<file path="config.mk">
export PLATFORM = sky130hd
export DESIGN_NAME = wolrc_top
export DESIGN_NICKNAME = d
export VERILOG_FILES = /design/src/pkg/wolrc_pkg.sv /design/src/core/wolrc_classify.sv /design/src/core/wolrc_wake_out.sv /design/src/core/wolrc_top.sv
export SDC_FILE = /design/constraint.sdc
export NUM_CORES = 1
export LEC_CHECK = 0
export BUFFER_PORTS_ARGS = -buffer_cell sky130_fd_sc_hd__buf_2
export CAP_MARGIN = 30
export CORE_MARGIN = 4
export CORE_UTILIZATION = 50
export DETAILED_ROUTE_END_ITERATION = 6
export HOLD_SLACK_MARGIN = 0.06
export PLACE_DENSITY = 0.73
export SLEW_MARGIN = 20
export SYNTH_ARGS = -nofsm -noshare
export SYNTH_HDL_FRONTEND = slang
export SYNTH_SLANG_ARGS = --single-unit
</file>
<file path="constraint.sdc">
create_clock -name clk -period 3.85 [get_ports clk]
set_clock_uncertainty 0.2 [all_clocks]
set_input_delay 0 -clock clk [delete_from_list [all_inputs] [get_ports clk]]
set_output_delay 0 -clock clk [all_outputs]
set_load 0.02 [all_outputs]
</file>
<file path="src/pkg/wolrc_pkg.sv">
// Constants for the wake-on-network receive configuration block.
// Assumes a single 100 MHz clock and a 16-bit register port with word indices.
package wolrc_pkg;

	////////////////////////////////////////////////////////////////////////////
	// Register port
	localparam int unsigned WOLRC_AW = 9;
	localparam int unsigned WOLRC_DW = 16;

	localparam logic [8:0] WOLRC_CFG_IDX      = 9'h134;
	localparam logic [8:0] WOLRC_FLAGS_IDX    = 9'h135;
	localparam logic [8:0] WOLRC_PWD0_IDX     = 9'h139;
	localparam logic [8:0] WOLRC_PWD1_IDX     = 9'h13a;
	localparam logic [8:0] WOLRC_PWD2_IDX     = 9'h13b;
	localparam logic [8:0] WOLRC_IRQ_STS_IDX  = 9'h1f0;
	localparam logic [8:0] WOLRC_IRQ_MASK_IDX = 9'h1f1;

	////////////////////////////////////////////////////////////////////////////
	// Configuration register fields
	localparam int unsigned WOLRC_CFG_CLR_BIT  = 11;
	localparam int unsigned WOLRC_CFG_STR_LO   = 9;
	localparam int unsigned WOLRC_CFG_MODE_BIT = 8;
	localparam int unsigned WOLRC_CFG_ENH_BIT  = 7;
	localparam int unsigned WOLRC_CFG_PWEN_BIT = 5;
	localparam int unsigned WOLRC_CFG_UC_BIT   = 4;
	localparam int unsigned WOLRC_CFG_BC_BIT   = 2;
	localparam int unsigned WOLRC_CFG_PAT_BIT  = 1;
	localparam int unsigned WOLRC_CFG_MAG_BIT  = 0;
	localparam logic [15:0] WOLRC_CFG_RST      = 16'h0004;
	localparam logic [15:0] WOLRC_CFG_STORE    = 16'h07b7;

	////////////////////////////////////////////////////////////////////////////
	// Flag and interrupt layout (bit 3 is the wake event in the interrupt copy)
	localparam int unsigned WOLRC_FW        = 8;
	localparam int unsigned WOLRC_F_MAGIC   = 0;
	localparam int unsigned WOLRC_F_PAT     = 1;
	localparam int unsigned WOLRC_F_BC      = 2;
	localparam int unsigned WOLRC_F_WAKE    = 3;
	localparam int unsigned WOLRC_F_UC      = 4;
	localparam int unsigned WOLRC_F_HACK    = 5;
	localparam int unsigned WOLRC_F_CRC     = 6;
	localparam int unsigned WOLRC_F_SFD     = 7;
	localparam logic [7:0]  WOLRC_FLAGS_RST = 8'h00;
	localparam logic [7:0]  WOLRC_FLAGS_USE = 8'hf7;

	////////////////////////////////////////////////////////////////////////////
	// Pulse length: 8, 16, 32 or 64 periods of 8 ns, rounded up to clk cycles
	localparam int unsigned WOLRC_CLK_NS     = 10;
	localparam int unsigned WOLRC_PULSE8_NS  = 64;
	localparam int unsigned WOLRC_CNT_W      = 7;
	localparam logic [6:0]  WOLRC_PULSE_CYC0 =
		7'((WOLRC_PULSE8_NS + WOLRC_CLK_NS - 1) / WOLRC_CLK_NS);
	localparam logic [6:0]  WOLRC_PULSE_CYC1 =
		7'((2 * WOLRC_PULSE8_NS + WOLRC_CLK_NS - 1) / WOLRC_CLK_NS);
	localparam logic [6:0]  WOLRC_PULSE_CYC2 =
		7'((4 * WOLRC_PULSE8_NS + WOLRC_CLK_NS - 1) / WOLRC_CLK_NS);
	localparam logic [6:0]  WOLRC_PULSE_CYC3 =
		7'((8 * WOLRC_PULSE8_NS + WOLRC_CLK_NS - 1) / WOLRC_CLK_NS);

	typedef enum logic [1:0] {
		WOLRC_OUT_IDLE,
		WOLRC_OUT_PULSE,
		WOLRC_OUT_LEVEL
	} wolrc_out_e;

endpackage

</file>
<file path="src/core/wolrc_classify.sv">
// Frame classifier: turns one end-of-frame report into flag and wake events.
// Assumes the receive path reports each frame once, with its type bits valid.
`timescale 1ns/10ps
module wolrc_classify
	import wolrc_pkg::*;
(
	// Frame report
	input  wire logic                        frame_done,
	input  wire logic                        frame_magic,
	input  wire logic                        frame_pattern,
	input  wire logic                        frame_bcast,
	input  wire logic                        frame_ucast,
	input  wire logic                        frame_crc_bad,
	input  wire logic                        frame_sfd_err,
	input  wire logic [47:0]                 frame_password,
	// Configuration
	input  wire logic [15:0]                 cfg,
	input  wire logic [47:0]                 password,
	// Events
	output logic      [wolrc_pkg::WOLRC_FW-1:0] flag_set,
	output logic                             wake_hit
);

	////////////////////////////////////////////////////////////////////////////
	wire enh_on   = cfg[WOLRC_CFG_ENH_BIT];
	wire take     = frame_done && enh_on;
	wire good     = take && !frame_crc_bad && !frame_sfd_err;
	wire pw_match = (frame_password == password);
	wire pw_need  = cfg[WOLRC_CFG_PWEN_BIT];
	wire magic_ok = good && frame_magic && (!pw_need || pw_match);
	wire hack     = good && frame_magic && pw_need && !pw_match;

	wire uc_ok  = good && frame_ucast;
	wire bc_ok  = good && frame_bcast;
	wire pat_ok = good && frame_pattern;

	// Flags show what arrived, whatever the wake enables say
	always_comb begin
		flag_set                = '0;
		flag_set[WOLRC_F_MAGIC] = magic_ok;
		flag_set[WOLRC_F_PAT]   = pat_ok;
		flag_set[WOLRC_F_BC]    = bc_ok;
		flag_set[WOLRC_F_UC]    = uc_ok;
		flag_set[WOLRC_F_HACK]  = hack;
		flag_set[WOLRC_F_CRC]   = take && frame_crc_bad;
		flag_set[WOLRC_F_SFD]   = take && frame_sfd_err;
		flag_set[WOLRC_F_WAKE]  = wake_hit;
	end

	assign wake_hit = (uc_ok && cfg[WOLRC_CFG_UC_BIT])
		|| (bc_ok && cfg[WOLRC_CFG_BC_BIT])
		|| (pat_ok && cfg[WOLRC_CFG_PAT_BIT])
		|| (magic_ok && cfg[WOLRC_CFG_MAG_BIT]);

endmodule

</file>
<file path="src/core/wolrc_wake_out.sv">
// Wake output shaper: stretched pulse or held level.
// Assumes wake and clear requests are single-cycle pulses on clk.
`timescale 1ns/10ps
module wolrc_wake_out
	import wolrc_pkg::*;
(
	// Clock and reset
	input  wire logic       clk,
	input  wire logic       rst,
	// Control
	input  wire logic       wake,
	input  wire logic       clear,
	input  wire logic       level_mode,
	input  wire logic [1:0] stretch,
	// Output
	output logic            wake_out
);

	////////////////////////////////////////////////////////////////////////////
	wolrc_out_e                  state_ff;
	wolrc_out_e                  nxt_state;
	logic [WOLRC_CNT_W-1:0]      cnt_ff;
	logic [WOLRC_CNT_W-1:0]      nxt_cnt;
	logic [WOLRC_CNT_W-1:0]      len;

	always_comb begin
		unique case (stretch)
			2'h0: len = WOLRC_PULSE_CYC0;
			2'h1: len = WOLRC_PULSE_CYC1;
			2'h2: len = WOLRC_PULSE_CYC2;
			2'h3: len = WOLRC_PULSE_CYC3;
		endcase
	end

	// A new wake restarts a running pulse so the output never drops early
	always_comb begin
		nxt_state = state_ff;
		nxt_cnt   = cnt_ff;
		unique case (state_ff)
			WOLRC_OUT_IDLE: begin
				if (wake && level_mode) begin
					nxt_state = WOLRC_OUT_LEVEL;
				end else if (wake) begin
					nxt_state = WOLRC_OUT_PULSE;
					nxt_cnt   = len - 7'h01;
				end
			end
			WOLRC_OUT_PULSE: begin
				if (wake) begin
					nxt_cnt = len - 7'h01;
				end else if (cnt_ff == 7'h00) begin
					nxt_state = WOLRC_OUT_IDLE;
				end else begin
					nxt_cnt = cnt_ff - 7'h01;
				end
			end
			WOLRC_OUT_LEVEL: begin
				if (clear && !wake) begin
					nxt_state = WOLRC_OUT_IDLE;
				end
			end
			// The spare state code falls back to idle rather than lock the output
			default: begin
				nxt_state = WOLRC_OUT_IDLE;
				nxt_cnt   = '0;
			end
		endcase
	end

	always_ff @(posedge clk or posedge rst) begin
		if (rst) begin
			state_ff <= WOLRC_OUT_IDLE;
			cnt_ff   <= '0;
		end else begin
			state_ff <= nxt_state;
			cnt_ff   <= nxt_cnt;
		end
	end

	assign wake_out = (state_ff != WOLRC_OUT_IDLE);

endmodule

</file>
<file path="src/core/wolrc_top.sv">
// Wake-on-network receive configuration: registers, flags, interrupt, wake output.
// Assumes the receive path classifies frames and reports each one at its end.
//
// Functional notes
// - Writing clear drops held level; self-clearing
// - Pulse length 8/16/32/64 from stretch field
// - Mode bit: one level, zero pulse
// - Detection only while enhanced receive enabled
// - Password enable requires password with magic
// - Unicast enable allows unicast wake
// - Broadcast enable, default on, allows broadcast wake
// - Pattern enable allows pattern match wake
// - Magic enable allows magic packet wake
// - Per-type flags latch, clear when read
// - Password is 48 bits, three registers
//
// The strobed register port was decided locally.
`timescale 1ns/10ps
module wolrc_top
	import wolrc_pkg::*;
(
	// Clock and reset
	input  wire logic                           clk,
	input  wire logic                           rst,
	// Register port
	input  wire logic [wolrc_pkg::WOLRC_AW-1:0] reg_addr,
	input  wire logic [wolrc_pkg::WOLRC_DW-1:0] reg_wdata,
	input  wire logic                           reg_wr,
	input  wire logic                           reg_rd,
	output logic      [wolrc_pkg::WOLRC_DW-1:0] reg_rdata,
	// Frame report from the receive path
	input  wire logic                           frame_done,
	input  wire logic                           frame_magic,
	input  wire logic                           frame_pattern,
	input  wire logic                           frame_bcast,
	input  wire logic                           frame_ucast,
	input  wire logic                           frame_crc_bad,
	input  wire logic                           frame_sfd_err,
	input  wire logic [47:0]                    frame_password,
	// Outputs
	output logic                                wake_on_network,
	output logic                                irq
);

	import wolrc_pkg::*;

	////////////////////////////////////////////////////////////////////////////
	// Address decode

	wire hit_cfg  = (reg_addr == WOLRC_CFG_IDX);
	wire hit_flg  = (reg_addr == WOLRC_FLAGS_IDX);
	wire hit_pw0  = (reg_addr == WOLRC_PWD0_IDX);
	wire hit_pw1  = (reg_addr == WOLRC_PWD1_IDX);
	wire hit_pw2  = (reg_addr == WOLRC_PWD2_IDX);
	wire hit_sts  = (reg_addr == WOLRC_IRQ_STS_IDX);
	wire hit_msk  = (reg_addr == WOLRC_IRQ_MASK_IDX);

	wire wr_cfg   = reg_wr && hit_cfg;
	wire wr_pw0   = reg_wr && hit_pw0;
	wire wr_pw1   = reg_wr && hit_pw1;
	wire wr_pw2   = reg_wr && hit_pw2;
	wire wr_sts   = reg_wr && hit_sts;
	wire wr_msk   = reg_wr && hit_msk;
	wire rd_flg   = reg_rd && hit_flg;

	////////////////////////////////////////////////////////////////////////////
	// Storage

	logic [15:0]          cfg_ff;
	logic [15:0]          nxt_cfg;
	logic                 clr_ff;
	logic [15:0]          pw0_ff;
	logic [15:0]          pw1_ff;
	logic [15:0]          pw2_ff;
	logic [WOLRC_FW-1:0]  flags_ff;
	logic [WOLRC_FW-1:0]  nxt_flags;
	logic [WOLRC_FW-1:0]  sts_ff;
	logic [WOLRC_FW-1:0]  nxt_sts;
	logic [WOLRC_FW-1:0]  msk_ff;
	logic [15:0]          rdata_ff;
	logic [15:0]          nxt_rdata;

	wire  [47:0]          password = {pw2_ff, pw1_ff, pw0_ff};
	wire  [WOLRC_FW-1:0]  flag_set;
	wire                  wake_hit;

	// Clear bit is not stored; it acts once and reads back as one only when read in the cycle after its write
	assign nxt_cfg = wr_cfg ? (reg_wdata & WOLRC_CFG_STORE) : cfg_ff;
	wire   clr_req = wr_cfg && reg_wdata[WOLRC_CFG_CLR_BIT];

	////////////////////////////////////////////////////////////////////////////
	// Configuration and password registers

	always_ff @(posedge clk or posedge rst) begin
		if (rst) begin
			cfg_ff <= WOLRC_CFG_RST;
			clr_ff <= 1'b0;
		end else begin
			cfg_ff <= nxt_cfg;
			clr_ff <= clr_req;
		end
	end

	always_ff @(posedge clk or posedge rst) begin
		if (rst) begin
			pw0_ff <= 16'h0000;
			pw1_ff <= 16'h0000;
			pw2_ff <= 16'h0000;
		end else begin
			pw0_ff <= wr_pw0 ? reg_wdata : pw0_ff;
			pw1_ff <= wr_pw1 ? reg_wdata : pw1_ff;
			pw2_ff <= wr_pw2 ? reg_wdata : pw2_ff;
		end
	end

	////////////////////////////////////////////////////////////////////////////
	// Frame classification

	wolrc_classify u_classify (
		.frame_done     (frame_done),
		.frame_magic    (frame_magic),
		.frame_pattern  (frame_pattern),
		.frame_bcast    (frame_bcast),
		.frame_ucast    (frame_ucast),
		.frame_crc_bad  (frame_crc_bad),
		.frame_sfd_err  (frame_sfd_err),
		.frame_password (frame_password),
		.cfg            (cfg_ff),
		.password       (password),
		.flag_set       (flag_set),
		.wake_hit       (wake_hit)
	);

	////////////////////////////////////////////////////////////////////////////
	// Received flags: cleared by the read, but a new event in that cycle wins

	assign nxt_flags = ((rd_flg ? '0 : flags_ff) | flag_set)
		& WOLRC_FLAGS_USE;

	always_ff @(posedge clk or posedge rst) begin
		if (rst) begin
			flags_ff <= WOLRC_FLAGS_RST;
		end else begin
			flags_ff <= nxt_flags;
		end
	end

	////////////////////////////////////////////////////////////////////////////
	// Interrupt status, write one to clear, set wins

	assign nxt_sts = (sts_ff & ~(wr_sts ? reg_wdata[WOLRC_FW-1:0] : '0)) | flag_set;

	always_ff @(posedge clk or posedge rst) begin
		if (rst) begin
			sts_ff <= '0;
			msk_ff <= '0;
		end else begin
			sts_ff <= nxt_sts;
			msk_ff <= wr_msk ? reg_wdata[WOLRC_FW-1:0] : msk_ff;
		end
	end

	assign irq = |(sts_ff & msk_ff);

	////////////////////////////////////////////////////////////////////////////
	// Wake output

	wolrc_wake_out u_wake_out (
		.clk        (clk),
		.rst        (rst),
		.wake       (wake_hit),
		.clear      (clr_ff),
		.level_mode (cfg_ff[WOLRC_CFG_MODE_BIT]),
		.stretch    (cfg_ff[WOLRC_CFG_STR_LO +: 2]),
		.wake_out   (wake_on_network)
	);

	////////////////////////////////////////////////////////////////////////////
	// Read data, one cycle after the strobe, zero elsewhere

	wire [15:0] cfg_view = cfg_ff | (16'(clr_ff) << WOLRC_CFG_CLR_BIT);

	always_comb begin
		nxt_rdata = 16'h0000;
		if (reg_rd) begin
			unique case (1'b1)
				hit_cfg: nxt_rdata = cfg_view;
				hit_flg: nxt_rdata = {8'h00, flags_ff};
				hit_pw0: nxt_rdata = pw0_ff;
				hit_pw1: nxt_rdata = pw1_ff;
				hit_pw2: nxt_rdata = pw2_ff;
				hit_sts: nxt_rdata = {8'h00, sts_ff};
				hit_msk: nxt_rdata = {8'h00, msk_ff};
				default: nxt_rdata = 16'h0000;
			endcase
		end
	end

	always_ff @(posedge clk or posedge rst) begin
		if (rst) begin
			rdata_ff <= 16'h0000;
		end else begin
			rdata_ff <= nxt_rdata;
		end
	end

	assign reg_rdata = rdata_ff;

endmodule

</file>
# Word-level counts from Yosys, hierarchy flattened
# Cells that the tools add are included.
# totals
register_bits,106
input_bits,84
output_inout_bits,18
wordCells,98
# classes
n_addsub,2
bitwise_logic,7
reduce_logical,42
muxes,16
n_eq_ne,20
# ops
op,n
$pmux 16 s7,1
$eq 9x9->1 const B,7
$eq 48x48->1,1
$mux 7,4
$pmux 7 s4,1
$logic_and 1x1->1,26
$pmux 7 s3,1
$and 8x8->8,2
$mux 16,1
$mux 8,2
$or 8x8->8,2
$sub 7x1->7 const B,2
$or 11x12->12,1
$mux 2,5
$not 8->8,1
$reduce_and 4->1,2
$reduce_or 8->1,1
$logic_not 7->1,1
$eq 2x2->1 const B,3
$ne 2x1->1 const B,3
$pmux 2 s3,1
$logic_not 1->1,5
$eq 2x1->1 const B,2
$logic_not 2->1,2
other kinds (6),10

# Longest topological paths before layout
# Gate-level depths: netlist of run 1.
# depth
ltp_word,12
depth_mapped,10
ltp_nobuf,9

# Cells and area by module
# From an unflattened synthesis of run 1, not the netlist that was laid out.
# hier_totals
hier_cells,493
hier_area_um2,5714.2
# modules_own_cells
module,instances,seq_area_each_um2,cells_per_inst,area_per_inst_um2
wolrc_top,1,2428.6,333,4360.4
wolrc_wake_out,1,225.2,77,711.9
wolrc_classify,1,0.0,83,641.9

# Least setup slack after synthesis of run 1
# Ideal clock, no wire load.
# synth_timing
kind,register to register
from,register pw1_ff[14]
to,register u_wake_out.cnt_ff[0]
t_arrival_ns,1.959
setup_ns,0.080
synth_period_minus_slack_ns,2.239
n_path_buf,1
stages_incl_launch_ff,9
path_slack_ns,1.611
required_ns,3.570
path_cell_list,dfrtp_1 xnor2_1 nand4_1 nor4_4 nand4b_2 a31o_1 buf_6 or3_1 o211ai_2
# synth_via
elab_chain_cells,8
word_cells_on_any_way,12
classes_between,4 x eq/ne; 2 x mux; 6 x reduce/logical
# synth_rtl
item,line_no,source
from (decl),wolrc_top.sv:73,logic [15:0] pw1_ff;
from (signal assigned),wolrc_top.sv:111,pw1_ff <= wr_pw1 ? reg_wdata : pw1_ff;
$eq 48x48->1 (*),wolrc_classify.sv:28,wire pw_match = (frame_password == password);
$logic_or 1x1->1 (*),wolrc_classify.sv:30,wire magic_ok = good && frame_magic && (!pw_need || pw_match);
$logic_and 1x1->1 (*),wolrc_classify.sv:30,
$logic_and 1x1->1 (*),wolrc_classify.sv:53,|| (magic_ok && cfg[WOLRC_CFG_MAG_BIT]);
$logic_or 1x1->1 (*),wolrc_classify.sv:53,
$logic_and 1x1->1,wolrc_wake_out.sv:41,if (wake && level_mode) begin
$ne 2x2->1 (no line),n/a,
$reduce_and 4->1 (no line),n/a,
to (signal assigned),wolrc_wake_out.sv:76,cnt_ff <= nxt_cnt;
to (decl),wolrc_wake_out.sv:22,logic [WOLRC_CNT_W-1:0] cnt_ff;
# Every way passes the cells marked *; elsewhere a longest branch is shown, timed or not.
# A chain may end at the register's enable or synchronous reset.

# Worst setup path in the final report of run 1
# layout_timing
from,input port reg_addr[3] (netlist name)
to,register sts_ff[2]
# layout_via
elab_chain_cells,6
# layout_rtl
item,line_no,source
from (decl),wolrc_top.sv:26,"input wire logic [wolrc_pkg::WOLRC_AW-1:0] reg_addr,"
$eq 9x9->1,wolrc_top.sv:55,wire hit_sts = (reg_addr == WOLRC_IRQ_STS_IDX);
$logic_and 1x1->1,wolrc_top.sv:62,wire wr_sts = reg_wr && hit_sts;
$mux 8,wolrc_top.sv:151,assign nxt_sts = (sts_ff & ~(wr_sts ? reg_wdata[WOLRC_FW-1:0] : '0)) | flag_set;
$not 8->8,wolrc_top.sv:151,
$and 8x8->8,wolrc_top.sv:151,
$or 8x8->8,wolrc_top.sv:151,
net nxt_sts[2],wolrc_top.sv:78,logic [WOLRC_FW-1:0] nxt_sts;
to (signal assigned),wolrc_top.sv:158,sts_ff <= nxt_sts;
to (decl),wolrc_top.sv:77,logic [WOLRC_FW-1:0] sts_ff;
# The timed path passes the listed nets, and every way through them passes these cells.

==> results of run 1 <==
[cell type report]
cell class              instances  area (µm²)
fillers                       846        3730
flip-flops and latches        106        2650
multi-input cells             310        2500
repair buffers                147         961
well taps                     136         170
clock buffers                   9         124
clock inverters                 7        92.6
inverters                      12        47.5
[synthesized netlist by cell type (2+ instances only)]
library cell  instances
dfrtp_1             105
mux2_2               69
a22oi_1              32
xnor2_1              32
nand2_1              24
nor2_1               20
xor2_1               17
a31oi_1              12
inv_1                12
a21oi_1              11
clkbuf_1             10
nand4_1              10
a222oi_1              8
ha_1                  7
a22o_1                6
nor2b_1               6
nor4_1                6
a21o_1                5
buf_2                 5
nand3_1               5
o22ai_1               5
a32o_1                4
o21ai_0               4
mux2i_1               3
nor3_1                3
and2_1                2
and3_1                2
or2_2                 2
[per-layer routing]
layer / global-route usage [%] / vias up / share of wire, %
met5: 0 / - / 0
met4: 6.65 / 0 / 1.5
met3: 6.00 / 26 / 7.1
met2: 41.6 / 168 / 51
met1: 31.6 / 2152 / 40
li1: - / 1929 / -
[logic make-up after synthesis]
group                      synth area share [%]
muxes                                      15.3
adders and majority gates                  1.66
and+or+nand+nor                            9.52
AOI/OAI and AO/OA                          12.7
xor gates and xnor gates                   8.14
DFF                                        50.4
buffers and inverters                      2.26
[sequential cells by signal, indices dropped and copies added, names as in the netlist]
register / count
msk_ff: 8
u_wake_out.state_ff: 2
flags_ff: 7
pw2_ff: 16
pw1_ff: 16
pw0_ff: 16
sts_ff: 8
clr_ff: 1
reg_rdata: 16
cfg_ff: 9
u_wake_out.cnt_ff: 7
[critical path, cell delays in order]
cell and delay [ps]:
dlygate4sd3_1 540, buf_2 140, and4b_1 240, nand3_1 140, nor3_2 560, and2_1 500
nand2_1 100, a22o_1 180, dlygate4sd3_1 560
[power by group]
group          internal (µW)  switching, µW
clock                    366            390
sequential              1140           29.4
combinational            109            103
[how the worst min path moves through the flow]
| stage | slack (ps) | end | from | cells past startpoint |
|---|---|---|---|---|
| 6_report | 80 | reg_rdata[0] | reg_addr[7] | 5 |
| 3_5_place_dp | -110 | reg_rdata[0] | rst | 2 |
| 5_1_grt | 130 | clr_ff | reg_addr[8] | 5 |
| 2_1_floorplan | -60 | sts_ff[1] | frame_pattern | 1 |
| 4_1_cts | 70 | reg_rdata[0] | reg_addr[7] | 5 |
| 3_3_place_gp | 60 | flags_ff[4] | frame_ucast | 2 |
[cell usage in the layout, fill, tap and decap left out, types with 7 or more instances in the layout]
master	count
a21oi_1	11
a222oi_1	8
a22oi_1	32
a31oi_1	12
buf_2	101
clkbuf_8	9
dfrtp_1	105
dlygate4sd3_1	39
ha_1	7
inv_1	11
mux2_2	69
nand2_1	24
nand4_1	10
nor2_1	20
xnor2_1	32
xor2_1	17
[metrics by stage]
| step | hold WS, ps | utilization [%] | instances | area (µm²) | setup WS, ps |
|---|---|---|---|---|---|
| 2_1_floorplan | -60.1 | - | 444 | 5270 | 863 |
| 3_3_place_gp | 59.9 | 57.6 | 671 | 5920 | 1270 |
| 3_5_place_dp | -106 | 57.8 | 672 | 5940 | 1190 |
| 4_1_cts | 65.2 | 63.7 | 727 | 6550 | 1020 |
| 5_1_grt | 134 | 63.7 | 727 | 6550 | 828 |
| 6_report | 76.5 | 63.7 | 727 | 6550 | 962 |
==> summary.txt, run 1 <==
STA
  – Final period util: ~75%
  – Worst-Margin Slew: between 900 and 1000 ps
  – Rel. slew slack: around 38%
  – Min Tclk post-route: between 2000 and 3000 ps
  – RSZ-0062 raised after global routing: no
  – Final Max Slew Viols: 0
  – Setup violators final: 0
  – Count of final hold-check violations: 0
  – TNS Setup: 0 ps
  – Max Fclk: 0.346 GHz

Yosys
  – Sequential element share of the synthesized area: around half
  – Syn_area_per_cell: 11.9 µm²
  – Dominant cells by area after synthesis: dfrtp_1 (50%), mux2_2 (15%), xnor2_1 (5.3%)
  – Yosys cell types: 45
  – Cell Area, Synth: between 5000 and 6000 µm²
  – Yosys warning total: 0
  – Syn Nets: 535
  – Post-synth top area share: between 40% and 50%
  – Ys flop type: dfrtp_1
  – Async S/R FF share, synth: between 90% and 100%
  – Post-synth EDFFs: 0
  – Count of state elements after synthesis: 106
  – Mapped Cells: between 400 and 500
  – Cell taking the most area after synthesis: dfrtp_1

Floorplanning
  – Core area: just over 10000 µm²
  – IO Count: between 100 and 150
  – Die area: 12200 µm²
  – Chip height: 111 µm
  – Initial Util: roughly 51%
  – Row count: 37
  – Die width: approximately 110 µm

Power and ir drop
  – Worst VDD drop: slightly above 0.3 mV
  – Lkg Pwr: about 0.0032 µW
  – Tot Pwr: about 2100 µW
  – P per Cell Area: about 330 nW/µm²

Worst setup path
  – Crit path launch: reg_addr[3]
  – Crit-path max FO: 9
  – Critical Path RT: approximately 4000 ps
  – CP startpoint kind: input pin
  – WP data arrival: about 3000 ps
  – Flop2flop setup slack: 1090 ps
  – CP endpoint kind: flip-flop
  – Reg-to-Reg End: u_wake_out.cnt_ff[0]
  – Reg2Reg Depth: 7
  – Worst r2r src: pw1_ff[8]
  – Critical Path End: sts_ff[2]
  – CP Class: input pin to flip-flop

GRT
  – Grt ovf: 0
  – Vias in the first global route: 4421
  – Pin count of the biggest net entering global routing: between 40 and 50
  – Initial antenna violation count: 0
  – Total GRT Usage: around 25%
  – First-pass GRT wire length: between 20 and 25 mm

Outcome
  – Status: completed

Layout
  – Share of cells above drive strength 1: 34.7%
  – # nets final: 677
  – Diode count: 0
  – Layout area overhead: 24.2%

Clock tree
  – CTS Buf Count: 9
  – CTS tree: yes
  – Postcts setup bufs: 0
  – Root Driver: clkbuf_8
  – CTS H-tree depth: 3
  – Clock sink total: 106
  – Resized Gates After CTS: 0
  – Cts hold-fix bufs: 39
  – Clk buf depth: 2
  – Clk pin slew, worst setup/hold paths: around 100 ps
  – Worst skew pair latency: 390 ps

Detailed routing
  – Via count: 4275
  – Initial DRC count: approximately 270
  – DR vias/cell: a little under 6
  – Number of remaining DRC errors: 0
  – Final Routed Wirelength: 15.0 mm
  – DR pass1 iterations: 6
  – Drt wl/cell: 20.7 µm
  – Detail Route Antenna Nets: 0

Placement
  – GP Congestion: approximately 0.87
  – Post-DP HPWL: around 11 mm
  – Port buffer count: about 100

Hold path
  – HP Class: input pin to flip-flop

Job
  – Max-cap check violation count: 0
Note: power is estimated with default switching activity, not from simulation.
==> inputs of run 2 (changes only) <==
- PLACE_DENSITY: 0.73 -> 0.76
- clock period: 3.85 -> 2.45 ns (I/O delays scaled with it)
==> summary.txt, run 2 (same netlist as run 1, synthesis figures left out) <==
Worst setup path
  – Crit-path slowest cell: dfrtp_1 (was nor3_2)
  – Cell-by-cell trace of the critical path: xnor2_2 -> nand4_1 -> nor4_4 -> nand4b_4 -> a31o_4 -> or3_4 -> o211ai_2 (was dlygate4sd3_1 -> buf_2 -> and4b_1 -> nand3_1 -> nor3_2 -> and2_1 -> nand2_1 -> a22o_1 -> dlygate4sd3_1)
  – Buf/Inv on CP: 0 (was 3)
  – CP startpoint kind: flip-flop (was input pin)
  – Worst r2r src: pw2_ff[9] (was pw1_ff[8])
  – Reg2Reg Depth: 7 (unchanged)
  – WP data arrival: 2500 ps (was 2960 ps)
  – CP Class: flip-flop to flip-flop (was input pin to flip-flop)
  – Crit-path max FO: 5 (was 9)
  – Critical Path RT: 2570 ps (was 3920 ps)
  – Worst stage delay on the critical path: 440 ps (was 560 ps)
  – Crit path max-delay family: simple AND/OR/NAND/NOR gates (unchanged)
  – Flop2flop setup slack: 60 ps (was 1090 ps)
  – CP endpoint kind: flip-flop (unchanged)
  – Reg-to-Reg End: u_wake_out.cnt_ff[0] (unchanged)

Layout
  – Layout area overhead: 29.1% (was 24.2%)
  – Diode count: 0 (unchanged)
  – Share of cells above drive strength 1: 39.2% (was 34.7%)
  – Layout Cells excl Fill: 749 (was 727)
  – # nets final: 699 (was 677)
  – Most common cell after layout, fill and taps aside: dfrtp_1 (unchanged)
  – Commonest non-fill, non-tap cells in the layout: dfrtp_1 (104), buf_2 (101), mux2_2 (69) (was dfrtp_1 (105), buf_2 (101), mux2_2 (69))
  – Finished Cell Area: 6800 µm² (was 6550 µm²)

Hold path
  – Worst Hold Path EP: pw0_ff[0] (was reg_rdata[0])
  – Worst hold start: reg_addr[6] (was reg_addr[7])
  – Hold depth: 6 (was 5)
  – HP Class: input pin to flip-flop (unchanged)

STA
  – Final period util: ~100%
  – Max Fclk: roughly 0.42 GHz
  – Rel. slew slack: 44.5% (was 37.8%)
  – RSZ-0062 raised after global routing: yes (was no)
  – Setup violators final: 0 (unchanged)
  – Final Max Slew Viols: 0 (unchanged)
  – Min Tclk post-route: 2390 ps
  – WHS: 38.2 ps (was 76.5 ps)
  – Count of final hold-check violations: 0 (unchanged)
  – Worst-Margin Slew: 827 ps (was 931 ps)

Placement
  – Port buffer count: 101 (unchanged)
  – Post-DP HPWL: 11.0 mm (was 10.9 mm)
  – Cell Area, Placed: 6040 µm² (was 5940 µm²)
  – GP Congestion: 0.879 (was 0.874)
  – Placed insts: 685 (was 672)

Detailed routing
  – Via count: 4437 (was 4275)
  – Detail Route Antenna Nets: 0 (unchanged)
  – Number of remaining DRC errors: 0 (unchanged)
  – DR vias/cell: 5.92 (was 5.88)
  – Final Routed Wirelength: 15.6 mm (was 15.0 mm)
  – DR pass1 iterations: 7 (was 6)
  – Drt wl/cell: 20.9 µm (was 20.7 µm)
  – Initial DRC count: 365 (was 274)

Power and ir drop
  – P per Cell Area: 478 nW/µm² (was 327 nW/µm²)
  – Lkg Pwr: 0.00338 µW (was 0.00322 µW)
  – Worst VDD drop: 0.374 mV (was 0.308 mV)

Clock tree
  – Clk pin slew, worst setup/hold paths: 110 ps (was 100 ps)
  – Root Driver: clkbuf_8 (unchanged)
  – Clk buf depth: 2 (unchanged)
  – CTS Buf Count: 9 (unchanged)
  – CTS tree: yes (unchanged)
  – CTS H-tree depth: 3 (unchanged)
  – Clock sink total: 106 (unchanged)
  – Worst skew pair latency: 390 ps (about the same)

GRT
  – Vias in the first global route: 4654 (was 4421)
  – Pin count of the biggest net entering global routing: 107 (was 46)
  – Total GRT Usage: 25.6% (was 24.6%)
  – First-pass GRT wire length: 24.6 mm (was 23.6 mm)
  – Grt ovf: 0 (unchanged)
  – Initial antenna violation count: 0 (unchanged)

Job
  – Max-cap check violation count: 0 (unchanged)

Floorplanning
  – Initial Util: 51.3% (unchanged)
  – Row count: 37 (unchanged)
  – Die area: 12200 µm² (unchanged)
  – Chip height: 111 µm (unchanged)
  – Core area: 10300 µm² (unchanged)
  – Die width: 111 µm (unchanged)
  – IO Count: 102 (unchanged)

Outcome
  – Status: completed (unchanged)
==> run 2: changes by cell type in the layout (fill, tap and decap cells not counted), moves of 3 or more <==
| cell | change |
|---|---|
| xnor2_1 | -7 |
| clkinvlp_4 | +3 |
| buf_4 | +19 |
| dlygate4sd3_1 | +3 |
| xnor2_2 | +7 |
==> run 2: layout make-up <==
class	instances	area (µm²)
clock inverters	7	60.1
inverters	12	48.8
fillers	779	3480
repair buffers	169	1130
flip-flops and latches	106	2660
well taps	136	170
clock buffers	9	124
multi-input cells	310	2610
==> run 2: where the power goes <==
part | leakage, µW | total (µW) | switching, µW | internal, µW
Sequential | 0.00147 | 1840 | 47.5 | 1800
Clock | 0.0000901 | 1040 | 653 | 389
Combinational | 0.00183 | 364 | 171 | 193
Total | 0.00338 | 3250 | 871 | 2380
==> run 2: how the worst max path moves through the flow <==
stage / to / cells past startpoint / slack, ps / startpoint
global route: u_wake_out.cnt_ff[0] / 7 / -40 / pw2_ff[11]
global placement: u_wake_out.cnt_ff[0] / 7 / -50 / pw1_ff[8]
finish: u_wake_out.cnt_ff[0] / 7 / 60 / pw2_ff[9]
detailed placement: u_wake_out.cnt_ff[0] / 7 / -60 / pw1_ff[8]
CTS: u_wake_out.cnt_ff[0] / 7 / 5 / pw0_ff[6]
floorplan: u_wake_out.cnt_ff[0] / 8 / 210 / pw1_ff[14]
==> run 2: metal layers <==
layer | vias to the layer above | track usage, % | routed length (µm)
li1 | 1980 | - | -
met1 | 2205 | 32.0 | 6320
met2 | 200 | 43.3 | 7860
met3 | 52 | 5.84 | 951
met4 | 0 | 9.44 | 514
met5 | - | 0 | 0
==> run 2: worst register-to-register path: stages (launching register included) <==
cell	delay, ps
dfrtp_1	440
xnor2_2	200
nand4_1	170
nor4_4	360
nand4b_4	180
a31o_4	270
or3_4	360
o211ai_2	130
==> run 2: repair_timing <==
| action | CTS | global route |
|---|---|---|
| gates resized for setup | 7 | 14 |
| pin swaps | 0 | 6 |
| buffers inserted | 0 | 6 |
| endpoints found under the hold margin | 194 | 0 |
| hold buffers | 42 | 0 |
| endpoints found under the setup margin | 6 | 11 |
==> run 2: stage by stage <==
| stage | total power [µW] | util [%] | TNS [ps] | setup WS, ps |
|---|---|---|---|---|
| after floorplan | 2010 | - | 0 | 211 |
| after global placement | 2160 | 58.8 | -50.3 | -50.3 |
| after detailed placement | 2170 | 58.8 | -103 | -64.3 |
| after CTS | 3260 | 65.1 | 0 | 4.84 |
| after global routing | 3380 | 66.2 | -89.4 | -37.5 |
| final | 3250 | 66.2 | 0 | 62.7 |
